[config.mk]
export PLATFORM = sky130hd
export DESIGN_NAME = debug_hw_command_engine
export DESIGN_NICKNAME = d
export VERILOG_FILES = /design/src/core/dbg_pkg.sv /design/src/core/byte_link_if.sv /design/src/core/serial_cmd_rx.sv /design/src/core/debug_hw_command_engine.sv
export SDC_FILE = /design/constraint.sdc
export NUM_CORES = 1
export LEC_CHECK = 0
export ABC_AREA = 1
export BUFFER_PORTS_ARGS = -buffer_cell sky130_fd_sc_hd__buf_4
export CORE_ASPECT_RATIO = 1.5
export CORE_MARGIN = 4
export CORE_UTILIZATION = 60
export CTS_BUF_LIST = sky130_fd_sc_hd__clkbuf_4
export DETAILED_ROUTE_END_ITERATION = 7
export GPL_ROUTABILITY_DRIVEN = 0
export HOLD_SLACK_MARGIN = 0.03
export PLACE_DENSITY = 0.82
export SYNTH_ARGS = -nofsm -noshare
export SYNTH_HDL_FRONTEND = slang
export SYNTH_SLANG_ARGS = --single-unit
[constraint.sdc]
create_clock -name clk -period 3.1 [get_ports clk]
set_clock_uncertainty 0.15 [all_clocks]
set_input_delay 0.31 -clock clk [delete_from_list [all_inputs] [get_ports clk]]
set_output_delay 0.31 -clock clk [all_outputs]
set_load 0.02 [all_outputs]
[src/core/dbg_pkg.sv]
// Constants, command codes and state types of the debug command engine
package dbg_pkg;

  // ----------------------------------------------------------------
  // Command opcodes
  // ----------------------------------------------------------------
  localparam logic [7:0] OP_BACKGROUND = 8'h90;
  localparam logic [7:0] OP_ACK_ON = 8'hd5;
  localparam logic [7:0] OP_ACK_OFF = 8'hd6;
  // Memory and debug register access codes; values are arbitrary
  localparam logic [7:0] OP_READ_BYTE = 8'he0;
  localparam logic [7:0] OP_READ_WORD = 8'he8;
  localparam logic [7:0] OP_WRITE_BYTE = 8'hc0;
  localparam logic [7:0] OP_WRITE_WORD = 8'hc8;
  localparam logic [7:0] OP_REG_READ = 8'he4;
  localparam logic [7:0] OP_REG_WRITE = 8'hc4;

  // ----------------------------------------------------------------
  // Widths, counts, address window, reset values
  // ----------------------------------------------------------------
  localparam int ADDR_W = 18;
  localparam int BYTE_W = 8;
  localparam int ADDR_BYTES = 3;
  localparam int BITS_PER_BYTE = 8;
  localparam int FREE_WAIT_CYCLES = 128;
  localparam logic [17:0] DBG_REG_FIRST = 18'h3ff00;
  localparam logic [17:0] DBG_REG_LAST = 18'h3ff0b;
  localparam logic ACK_EN_RESET = 1'b0;
  localparam logic ACTIVE_BG_RESET = 1'b0;

  // ----------------------------------------------------------------
  // Engine states
  // ----------------------------------------------------------------
  typedef enum logic [1:0] {ST_IDLE, ST_ADDR, ST_DATA, ST_ACCESS} eng_state_t;

endpackage

[src/core/byte_link_if.sv]
// Received command byte stream between receiver and engine
`timescale 1ns/1ps
interface byte_link_if;
  logic [7:0] data;
  logic valid;
  modport src (output data, output valid);
  modport dst (input data, input valid);
endinterface

[src/core/serial_cmd_rx.sv]
// Serial receiver that assembles link bits into command bytes
`timescale 1ns/1ps
module serial_cmd_rx
(
  // Clock and reset
  input wire logic clk,
  input wire logic rst,
  // Raw link pins
  input wire logic link_data,
  input wire logic link_strobe,
  // Assembled bytes
  byte_link_if.src bytes
);

  typedef struct packed
  {
    logic d_meta;
    logic d_sync;
    logic s_meta;
    logic s_sync;
    logic s_prev;
    logic [7:0] shift;
    logic [2:0] cnt;
    logic [7:0] byte_out;
    logic valid;
  } rx_state_t;

  rx_state_t st_reg;
  rx_state_t st_next;

  // ----------------------------------------------------------------
  // Bit assembly
  // ----------------------------------------------------------------
  // Only the second sync stages feed the edge detect and shifter
  always_comb
  begin
    st_next = st_reg;
    st_next.d_meta = link_data;
    st_next.d_sync = st_reg.d_meta;
    st_next.s_meta = link_strobe;
    st_next.s_sync = st_reg.s_meta;
    st_next.s_prev = st_reg.s_sync;
    st_next.valid = 1'b0;
    if (st_reg.s_sync && !st_reg.s_prev)
    begin
      st_next.shift = {st_reg.shift[6:0], st_reg.d_sync};
      st_next.cnt = st_reg.cnt + 3'd1;
      if (st_reg.cnt == 3'(dbg_pkg::BITS_PER_BYTE - 1))
      begin
        st_next.byte_out = {st_reg.shift[6:0], st_reg.d_sync};
        st_next.valid = 1'b1;
      end
    end
  end

  // State register
  always_ff @(posedge clk or posedge rst)
  begin
    if (rst)
      st_reg <= '0;
    else
      st_reg <= st_next;
  end

  assign bytes.data = st_reg.byte_out;
  assign bytes.valid = st_reg.valid;

endmodule // serial_cmd_rx

[src/core/debug_hw_command_engine.sv]
// Hardware command engine of the background debug unit
// Notes on behaviour
// - Commands read and write any CPU-visible location and enter active debug mode.
// - Commands run in or out of active debug mode, barely touching the CPU.
// - A memory access waits for a bus cycle the CPU leaves unused.
// - After 128 clocks without a free cycle, freeze the CPU and steal one.
// - A single-cycle access in a free cycle never stalls the CPU.
// - Multi-cycle access keeps the CPU frozen from its start until done.
// - Debug register select is asserted only during its own access cycle.
// - Opcode 90 enters active debug mode only when enabled, acknowledging entry only while the handshake is on.
// - Opcode D5 turns the handshake on and emits an acknowledge pulse.
// - Opcode D6 turns the handshake off without any acknowledge pulse.
// - With debugging disabled, enter-debug commands are ignored and cost no delay.
// - Debug registers sit at 0x3_FF00 to 0x3_FF0B, reachable only by debug logic.
`timescale 1ns/1ps
module debug_hw_command_engine
#(
  parameter int WAIT_CYCLES = dbg_pkg::FREE_WAIT_CYCLES
)
(
  // Clock and reset
  input wire logic clk,
  input wire logic rst,
  // Serial debug link pins
  input wire logic link_data,
  input wire logic link_strobe,
  output logic ack_pulse,
  // Debug mode control
  input wire logic debug_enable,
  input wire logic bg_exit,
  output logic active_bg,
  output logic bg_entry,
  // System bus
  input wire logic bus_free,
  input wire logic [7:0] bus_rdata,
  output logic bus_req,
  output logic bus_we,
  output logic [17:0] bus_addr,
  output logic [7:0] bus_wdata,
  output logic dbg_reg_sel,
  output logic cpu_freeze,
  // Read data back to the link
  output logic [7:0] rdata,
  output logic rdata_valid,
  output logic busy
);

  // Wait counter is eight bits wide, so larger waits cannot be served
  if (WAIT_CYCLES < 1 || WAIT_CYCLES > 255)
  begin : g_bad_wait
    $error("WAIT_CYCLES must lie between 1 and 255");
  end

  // ----------------------------------------------------------------
  // State
  // ----------------------------------------------------------------
  typedef struct packed
  {
    dbg_pkg::eng_state_t state;
    logic [23:0] addr;
    logic [15:0] wdata;
    logic [1:0] cnt;
    logic word;
    logic write;
    logic regs;
    logic phase;
    logic [7:0] wait_cnt;
    logic freeze;
    logic ack_en;
    logic active;
    logic entry;
    logic ack;
    logic [7:0] rdata;
    logic rvalid;
  } eng_t;

  eng_t st_reg;
  eng_t st_next;
  logic grant;

  byte_link_if rx_bytes ();

  serial_cmd_rx u_rx
  (
    .clk(clk),
    .rst(rst),
    .link_data(link_data),
    .link_strobe(link_strobe),
    .bytes(rx_bytes.src)
  );

  // True when an address falls in the debug register window
  function automatic logic in_dbg_window(input logic [17:0] a);
    in_dbg_window = (a >= dbg_pkg::DBG_REG_FIRST) && (a <= dbg_pkg::DBG_REG_LAST);
  endfunction

  // ----------------------------------------------------------------
  // Bus grant
  // ----------------------------------------------------------------
  // take an unused cycle
  assign grant = (st_reg.state == dbg_pkg::ST_ACCESS) && (bus_free || st_reg.freeze);

  // ----------------------------------------------------------------
  // Command sequencing
  // ----------------------------------------------------------------
  always_comb
  begin
    st_next = st_reg;
    st_next.entry = 1'b0;
    st_next.ack = 1'b0;
    st_next.rvalid = 1'b0;
    if (bg_exit)
      st_next.active = 1'b0;
    case (st_reg.state)
      dbg_pkg::ST_IDLE:
      begin
        if (rx_bytes.valid)
        begin
          st_next.cnt = 2'd0;
          st_next.phase = 1'b0;
          st_next.wait_cnt = 8'h00;
          st_next.addr = 24'h000000;
          st_next.word = (rx_bytes.data == dbg_pkg::OP_READ_WORD) ||
                         (rx_bytes.data == dbg_pkg::OP_WRITE_WORD);
          st_next.write = (rx_bytes.data == dbg_pkg::OP_WRITE_BYTE) ||
                          (rx_bytes.data == dbg_pkg::OP_WRITE_WORD) ||
                          (rx_bytes.data == dbg_pkg::OP_REG_WRITE);
          st_next.regs = (rx_bytes.data == dbg_pkg::OP_REG_READ) ||
                         (rx_bytes.data == dbg_pkg::OP_REG_WRITE);
          if (rx_bytes.data == dbg_pkg::OP_BACKGROUND)
          begin
            if (debug_enable && !st_reg.active)
            begin
              st_next.active = 1'b1;
              st_next.entry = 1'b1;
              st_next.ack = st_reg.ack_en;
            end
          end
          else if (rx_bytes.data == dbg_pkg::OP_ACK_ON)
          begin
            st_next.ack_en = 1'b1;
            st_next.ack = 1'b1;
          end
          else if (rx_bytes.data == dbg_pkg::OP_ACK_OFF)
          begin
            st_next.ack_en = 1'b0;
          end
          else if (rx_bytes.data == dbg_pkg::OP_READ_BYTE ||
                   rx_bytes.data == dbg_pkg::OP_READ_WORD ||
                   rx_bytes.data == dbg_pkg::OP_WRITE_BYTE ||
                   rx_bytes.data == dbg_pkg::OP_WRITE_WORD ||
                   rx_bytes.data == dbg_pkg::OP_REG_READ ||
                   rx_bytes.data == dbg_pkg::OP_REG_WRITE)
          begin
            st_next.state = dbg_pkg::ST_ADDR;
          end
        end
      end
      dbg_pkg::ST_ADDR:
      begin
        // Address arrives high byte first
        if (rx_bytes.valid)
        begin
          st_next.addr = {st_reg.addr[15:0], rx_bytes.data};
          st_next.cnt = st_reg.cnt + 2'd1;
          if (st_reg.cnt == 2'(dbg_pkg::ADDR_BYTES - 1))
          begin
            st_next.cnt = 2'd0;
            // register commands outside the window are dropped
            if (st_reg.regs && !in_dbg_window({st_reg.addr[9:0], rx_bytes.data}))
              st_next.state = dbg_pkg::ST_IDLE;
            else if (st_reg.write)
              st_next.state = dbg_pkg::ST_DATA;
            else
              st_next.state = dbg_pkg::ST_ACCESS;
          end
        end
      end
      dbg_pkg::ST_DATA:
      begin
        // Word data high byte first
        if (rx_bytes.valid)
        begin
          st_next.wdata = {st_reg.wdata[7:0], rx_bytes.data};
          st_next.cnt = st_reg.cnt + 2'd1;
          if (!st_reg.word || st_reg.cnt == 2'd1)
            st_next.state = dbg_pkg::ST_ACCESS;
        end
      end
      dbg_pkg::ST_ACCESS:
      begin
        if (grant)
        begin
          if (!st_reg.write)
          begin
            st_next.rdata = bus_rdata;
            st_next.rvalid = 1'b1;
          end
          if (st_reg.word && !st_reg.phase)
          begin
            // hold CPU for the second beat
            st_next.phase = 1'b1;
            st_next.freeze = 1'b1;
            st_next.addr = st_reg.addr + 24'h000001;
          end
          else
          begin
            // release at once after the last beat
            st_next.freeze = 1'b0;
            st_next.ack = st_reg.ack_en;
            st_next.state = dbg_pkg::ST_IDLE;
          end
        end
        else
        begin
          st_next.wait_cnt = st_reg.wait_cnt + 8'h01;
          // steal a cycle after the wait
          if (st_reg.wait_cnt == 8'(WAIT_CYCLES - 1))
            st_next.freeze = 1'b1;
        end
      end
      default:
        st_next.state = dbg_pkg::ST_IDLE;
    endcase
  end

  // State register; bytes arriving during an access are dropped
  always_ff @(posedge clk or posedge rst)
  begin
    if (rst)
    begin
      st_reg <= '0;
      st_reg.state <= dbg_pkg::ST_IDLE;
      st_reg.ack_en <= dbg_pkg::ACK_EN_RESET;
      st_reg.active <= dbg_pkg::ACTIVE_BG_RESET;
    end
    else
      st_reg <= st_next;
  end

  // ----------------------------------------------------------------
  // Outputs
  // ----------------------------------------------------------------
  // bus access regardless of mode
  assign bus_req = grant;
  assign bus_we = grant && st_reg.write;
  assign bus_addr = st_reg.addr[17:0];
  assign bus_wdata = (st_reg.word && !st_reg.phase) ? st_reg.wdata[15:8] : st_reg.wdata[7:0];
  // private registers only in their cycle
  assign dbg_reg_sel = grant && st_reg.regs;
  // freeze from the first beat of a word
  assign cpu_freeze = st_reg.freeze || (grant && st_reg.word && !st_reg.phase);
  assign ack_pulse = st_reg.ack;
  assign active_bg = st_reg.active;
  assign bg_entry = st_reg.entry;
  assign rdata = st_reg.rdata;
  assign rdata_valid = st_reg.rvalid;
  assign busy = (st_reg.state != dbg_pkg::ST_IDLE);

endmodule // debug_hw_command_engine

# Word-level counts from Yosys, hierarchy flattened
# Cells that the tools add are included.
dict set report word_totals {
  wordCells 152
  out_inout_bits 43
  ff_bits 94
}
dict set report classes {
  bitwise 2
  magnitude_cmp 2
  n_reduce_logical 45
  n_addsub 4
  muxes 45
  eq_ne 29
}
# cell n
set ops {}
lappend ops {{26-bit two-way mux} 3}
lappend ops {{8-bit equality test, second input constant} 9}
lappend ops {{24-bit one-hot mux with 3 select lines} 1}
lappend ops {{2-bit two-way mux} 14}
lappend ops {{24-bit by 1-bit adder with 24-bit output, second input constant} 1}
lappend ops {{24-bit two-way mux} 1}
lappend ops {{18-bit greater-or-equal comparator, second input constant} 1}
lappend ops {{18-bit <= comparator, second input constant} 1}
lappend ops {{2-bit != test, second input constant} 9}
lappend ops {{9-bit one-hot mux with 2 select lines} 1}
lappend ops {{8-bit two-way mux} 2}
lappend ops {{1-bit two-way mux} 15}
lappend ops {{14-bit two-way mux} 1}
lappend ops {{1-bit logical OR} 12}
lappend ops {{4-bit AND reduction} 3}
lappend ops {{11-bit AND reduction} 1}
lappend ops {{1-bit logical AND} 10}
lappend ops {{10-bit two-way mux} 1}
lappend ops {{9-bit two-way mux} 1}
lappend ops {{8-bit by 1-bit adder with 8-bit output, second input constant} 1}
lappend ops {{8-bit by 7-bit equality test with 1-bit output, second input constant} 1}
lappend ops {{2-bit by 1-bit != test with 1-bit output, second input constant} 4}
lappend ops {{2-bit one-hot mux with 4 select lines} 1}
lappend ops {{2-bit AND reduction} 4}
lappend ops {{15 further kinds} 29}

# Depth between registers and ports, before layout
dict set report logic_depth {
  depth_word 12
  depth_mapped 11
}

# Cells and area by module
# From an unflattened synthesis, not the netlist that was laid out.
dict set report hier_totals {
  hier_cells 636
  hier_area_um2 4848.4
}
# module area_per_inst_um2 seq_area_each_um2 cells_each n_inst
set by_module_without_submodules {}
lappend by_module_without_submodules {debug_hw_command_engine 3867.5 1601.5 538 1}
lappend by_module_without_submodules {serial_cmd_rx 980.9 600.6 98 1}

# Least setup slack after synthesis
# No wires, ideal clock.
dict set report synth_path {
  path_type {register to output}
  start {register st_reg[68] (netlist bit)}
  end {output cpu_freeze}
  setup_slack_ps 1301
  required_ps 2640
  arrival_ps 1339
  path_stages_with_launch 4
  cell_sequence {dfrtp_1 -> ha_1 -> nand2_1 -> o21ai_0}
}
dict set report synth_between {
  elab_chain_len 5
}
# element line_no
set synth_rtl {}
lappend synth_rtl {{from (decl)} debug_hw_command_engine.sv:77} ;# eng_t st_reg;
lappend synth_rtl {{from (signal assigned)} debug_hw_command_engine.sv:238} ;# st_reg <= st_next;
lappend synth_rtl {{2-bit equality test} debug_hw_command_engine.sv:101} ;# assign grant = (st_reg.state == dbg_pkg::ST_ACCESS) && (bus_free || st_reg.freeze);
lappend synth_rtl {{1-bit logical AND} debug_hw_command_engine.sv:101}
lappend synth_rtl {{1-bit logical AND (2 in a row)} debug_hw_command_engine.sv:252} ;# assign cpu_freeze = st_reg.freeze || (grant && st_reg.word && !st_reg.phase);
lappend synth_rtl {{1-bit logical OR} debug_hw_command_engine.sv:252}
lappend synth_rtl {{to (decl)} debug_hw_command_engine.sv:41} ;# output logic cpu_freeze,
# No other way between the ends.

# Worst setup path after layout
dict set report layout_path {
  start {register st_reg[68] (netlist bit)}
  end {output dbg_reg_sel}
}
dict set report layout_between {
  elab_chain_len 3
}
# element line_no
set layout_rtl {}
lappend layout_rtl {{2-bit equality test} debug_hw_command_engine.sv:101}
lappend layout_rtl {{1-bit logical AND} debug_hw_command_engine.sv:101}
lappend layout_rtl {{1-bit logical AND} debug_hw_command_engine.sv:250} ;# assign dbg_reg_sel = grant && st_reg.regs;
lappend layout_rtl {{to (decl)} debug_hw_command_engine.sv:40} ;# output logic dbg_reg_sel,
# No other way between the ends.

==> summary.md <==
| Metric | Value |
|---|---|
| Crit Path Category | `reg -> out` |
| Largest fanout on the critical path | `24` |
| Chip width | `between 70 and 80 um` |
| Max_slew headroom | `40.96%` |
| Initial Util | `a little over three fifths` |
| Most frequent cells after synthesis | `154 x nand2_1, 88 x dfrtp_1, 80 x inv_1` |
| Final worst-path cycle share | `93.75%` |
| Peak Freq | `344.1 MHz` |
| Top cell type's share of synthesized area | `47.71%` |
| Cell taking the most area after synthesis | `dfrtp_1` |
| HP Class | `in -> reg` |
| CP endpoint kind | `primary output` |
| Top_reg_cell synth | `dfrtp_1` |
| Die height | `115.4 um` |
| Register area share after synthesis | `47.71%` |
| Clock transition at the registers of the reported paths | `0.12 ns` |
| Post-Synthesis Cell Area | `0.004616 sq mm` |
| Final Hold Fails | `0` |
| Layout cell share with drive strength beyond 1 | `13.59%` |
| Core box area | `0.007370 sq mm` |
| Routed length per instance | `13.69 um` |
| Max_cap viols | `0` |
| LEAKAGE | `2.602 nW` |
| Unique masters post-synth | `37` |
| Drc violations | `0` |
| Clock sink total | `88` |
| Comb pwr share | `24.9%` |
| Pre-CTS WS | `0.5810 ns` |
| Clock power share | `between 10% and 20%` |
| Synth area leaders | `dfrtp_1 48%, nand2_1 13%, o21ai_0 6.9%` |
| Worst Path Arrival | `~2.5 ns` |
| Max reg flops | `33` |
| Post-CTS setup buffers | `0` |
| Layout Utilization | `70.08%` |
| CP required | `2.64 ns` |
| Iteration count of the initial detailed-routing pass | `5` |
| Pwr Total | `about 2.7 mW` |
| Global-route wire length before repair | `approximately 17 mm` |
| Net Count, Synth | `611` |
| Pwr per Cell Area | `between 500 and 600 mW/mm^2` |
| Total wire length | `roughly 10 mm` |
| Vias in the first global route | `3772` |
| Grt ovf | `0` |
| HPWL after detailed placement | `7.221 mm` |
| Setup TNS | `0 ns` |
| Initial antenna violation count | `1` |
| Status | `completed` |
| EDFF count, synth | `0` |
| PortBufs | `57` |
| Die area | `0.009189 sq mm` |
| TritonCTS clock tree | `done` |
| Largest net degree at the start of global routing | `52` |
| Final non-filler cell total | `734` |
| Final setup violation count | `0` |
| Syn avg cell area | `7.904 sq um` |
| Unrepaired setup endpoints after global routing | `no` |
| Sequential power share | `55.7%` |
| H-tree depth | `3` |
| Post-cts gate resize count | `0` |
| P_int | `1.718 mW` |
| Most common cell in the netlist | `nand2_1` |
| #FFs+latches synth | `88` |
| Placed cell areas | `0.004947 sq mm` |
| Switching fraction of total power | `35.60%` |
| CTS root buf | `clkbuf_4` |
| Crit path time final | `2.906 ns` |
| Nets | `656` |
| Post-route ant nets | `0` |
| I/O Pins | `between 50 and 60` |
| Tightest Pin Transition | `0.8856 ns` |
| Layout area overhead | `11.90%` |
| Clock buffer depth | `2` |
| FF-to-FF setup slack | `between 0.5 and 0.6 ns` |
| Initial DRC count | `approximately 270` |
| Fraction of registers with async set/reset | `100.0%` |
| Placed insts | `roughly 710` |
| Count of pins over their slew limit | `0` |
| Worst VDD drop | `0.4317 mV` |
| CTS Buf Count | `9` |
| Gate Count Post-Synth | `584` |
| Psw | `about 0.95 mW` |
| Tot GR Track Use | `23.08%` |
| Worst skew pair latency | `0.44 ns` |
| Final worst slack | `0.1939 ns` |
| Hold Slack | `0.1259 ns` |
| Synth warnings | `0` |
| Total number of vias | `3967` |
| Row cnt | `38` |
| Vias/cell | `5.405` |
| Final instance area | `0.005165 sq mm` |
| Crit path launch type | `flop` |
## layout by cell type, fill, tap and decap left out, drive strengths merged, types with 12 or more instances in the layout
cell,n
o21ai,67
a21oi,24
ha,12
buf,61
nand3,35
inv,80
dfrtp,88
nand2,156
nor2,43
dlygate4sd3,12
## worst max-delay path, cell delays in order (launching register included)
cell	delay [ns]
dfrtp_1	0.45
ha_1	0.77
nand2_1	0.36
nor2_1	0.25
buf_4	0.18
## final cells by class
class / instances / area, sq um
antenna: 1 / 2.502
clock buffer: 9 / 67.56
clock inverter: 6 / 27.53
fill: 602 / 2205
inverter: 81 / 305.3
multi-input combinational: 376 / 1844
sequential: 88 / 2202
tap: 100 / 125.1
timing repair buffer: 73 / 590.6
## layer usage
layer,track usage [%],vias to the layer above,wire (um)
met2,39.60,92,5234
met3,3.966,31,368
met1,27.78,1906,4109
met4,11.70,0,340
li1,-,1938,-
met5,0,-,0
## logic make-up (layout without fill, tap and decap cells)
| family | Yosys count | after routing | synth area share (%) |
|---|---|---|---|
| adder cells (fa/ha/maj) | 12 | 12 | 3.253 |
| flip-flops | 88 | 88 | 47.71 |
| other | 0 | 1 | 0 |
| AO/OA/AOI/OAI | 114 | 114 | 13.93 |
| buffers and inverters | 120 | 169 | 12.33 |
| XOR/XNOR | 2 | 2 | 0.3796 |
| AND/OR/NAND/NOR | 248 | 248 | 22.39 |
## timing repair
action | CTS | global route
hold buffers | 12 | 0
setup endpoints to repair | 0 | 0
hold endpoints to repair | 48 | 0
## power groups by stage
stage | combinational [mW] | clock (mW) | sequential, mW
floorplan | 0.537 | 0 | 1.45
global placement | 0.630 | 0 | 1.50
detailed placement | 0.653 | 0 | 1.51
CTS | 0.671 | 0.530 | 1.48
global route | 0.752 | 0.575 | 1.51
finish | 0.663 | 0.518 | 1.49
## final timing paths
| path | from | cells past startpoint | to |
|---|---|---|---|
| worst max-delay path | st_reg[68] | 4 | dbg_reg_sel |
| worst max register to register | st_reg[68] | 6 | rdata[5] |
| min in group asynchronous | rst | 3 | st_reg[24] |
| worst min-delay path | bus_free | 4 | st_reg[13] |
| max in group asynchronous | rst | 4 | u_rx.bytes.data[6] |
| worst min register to register | u_rx.st_next[21] | 0 | u_rx.st_next[20] |
Power figures use the tool's default switching activity.
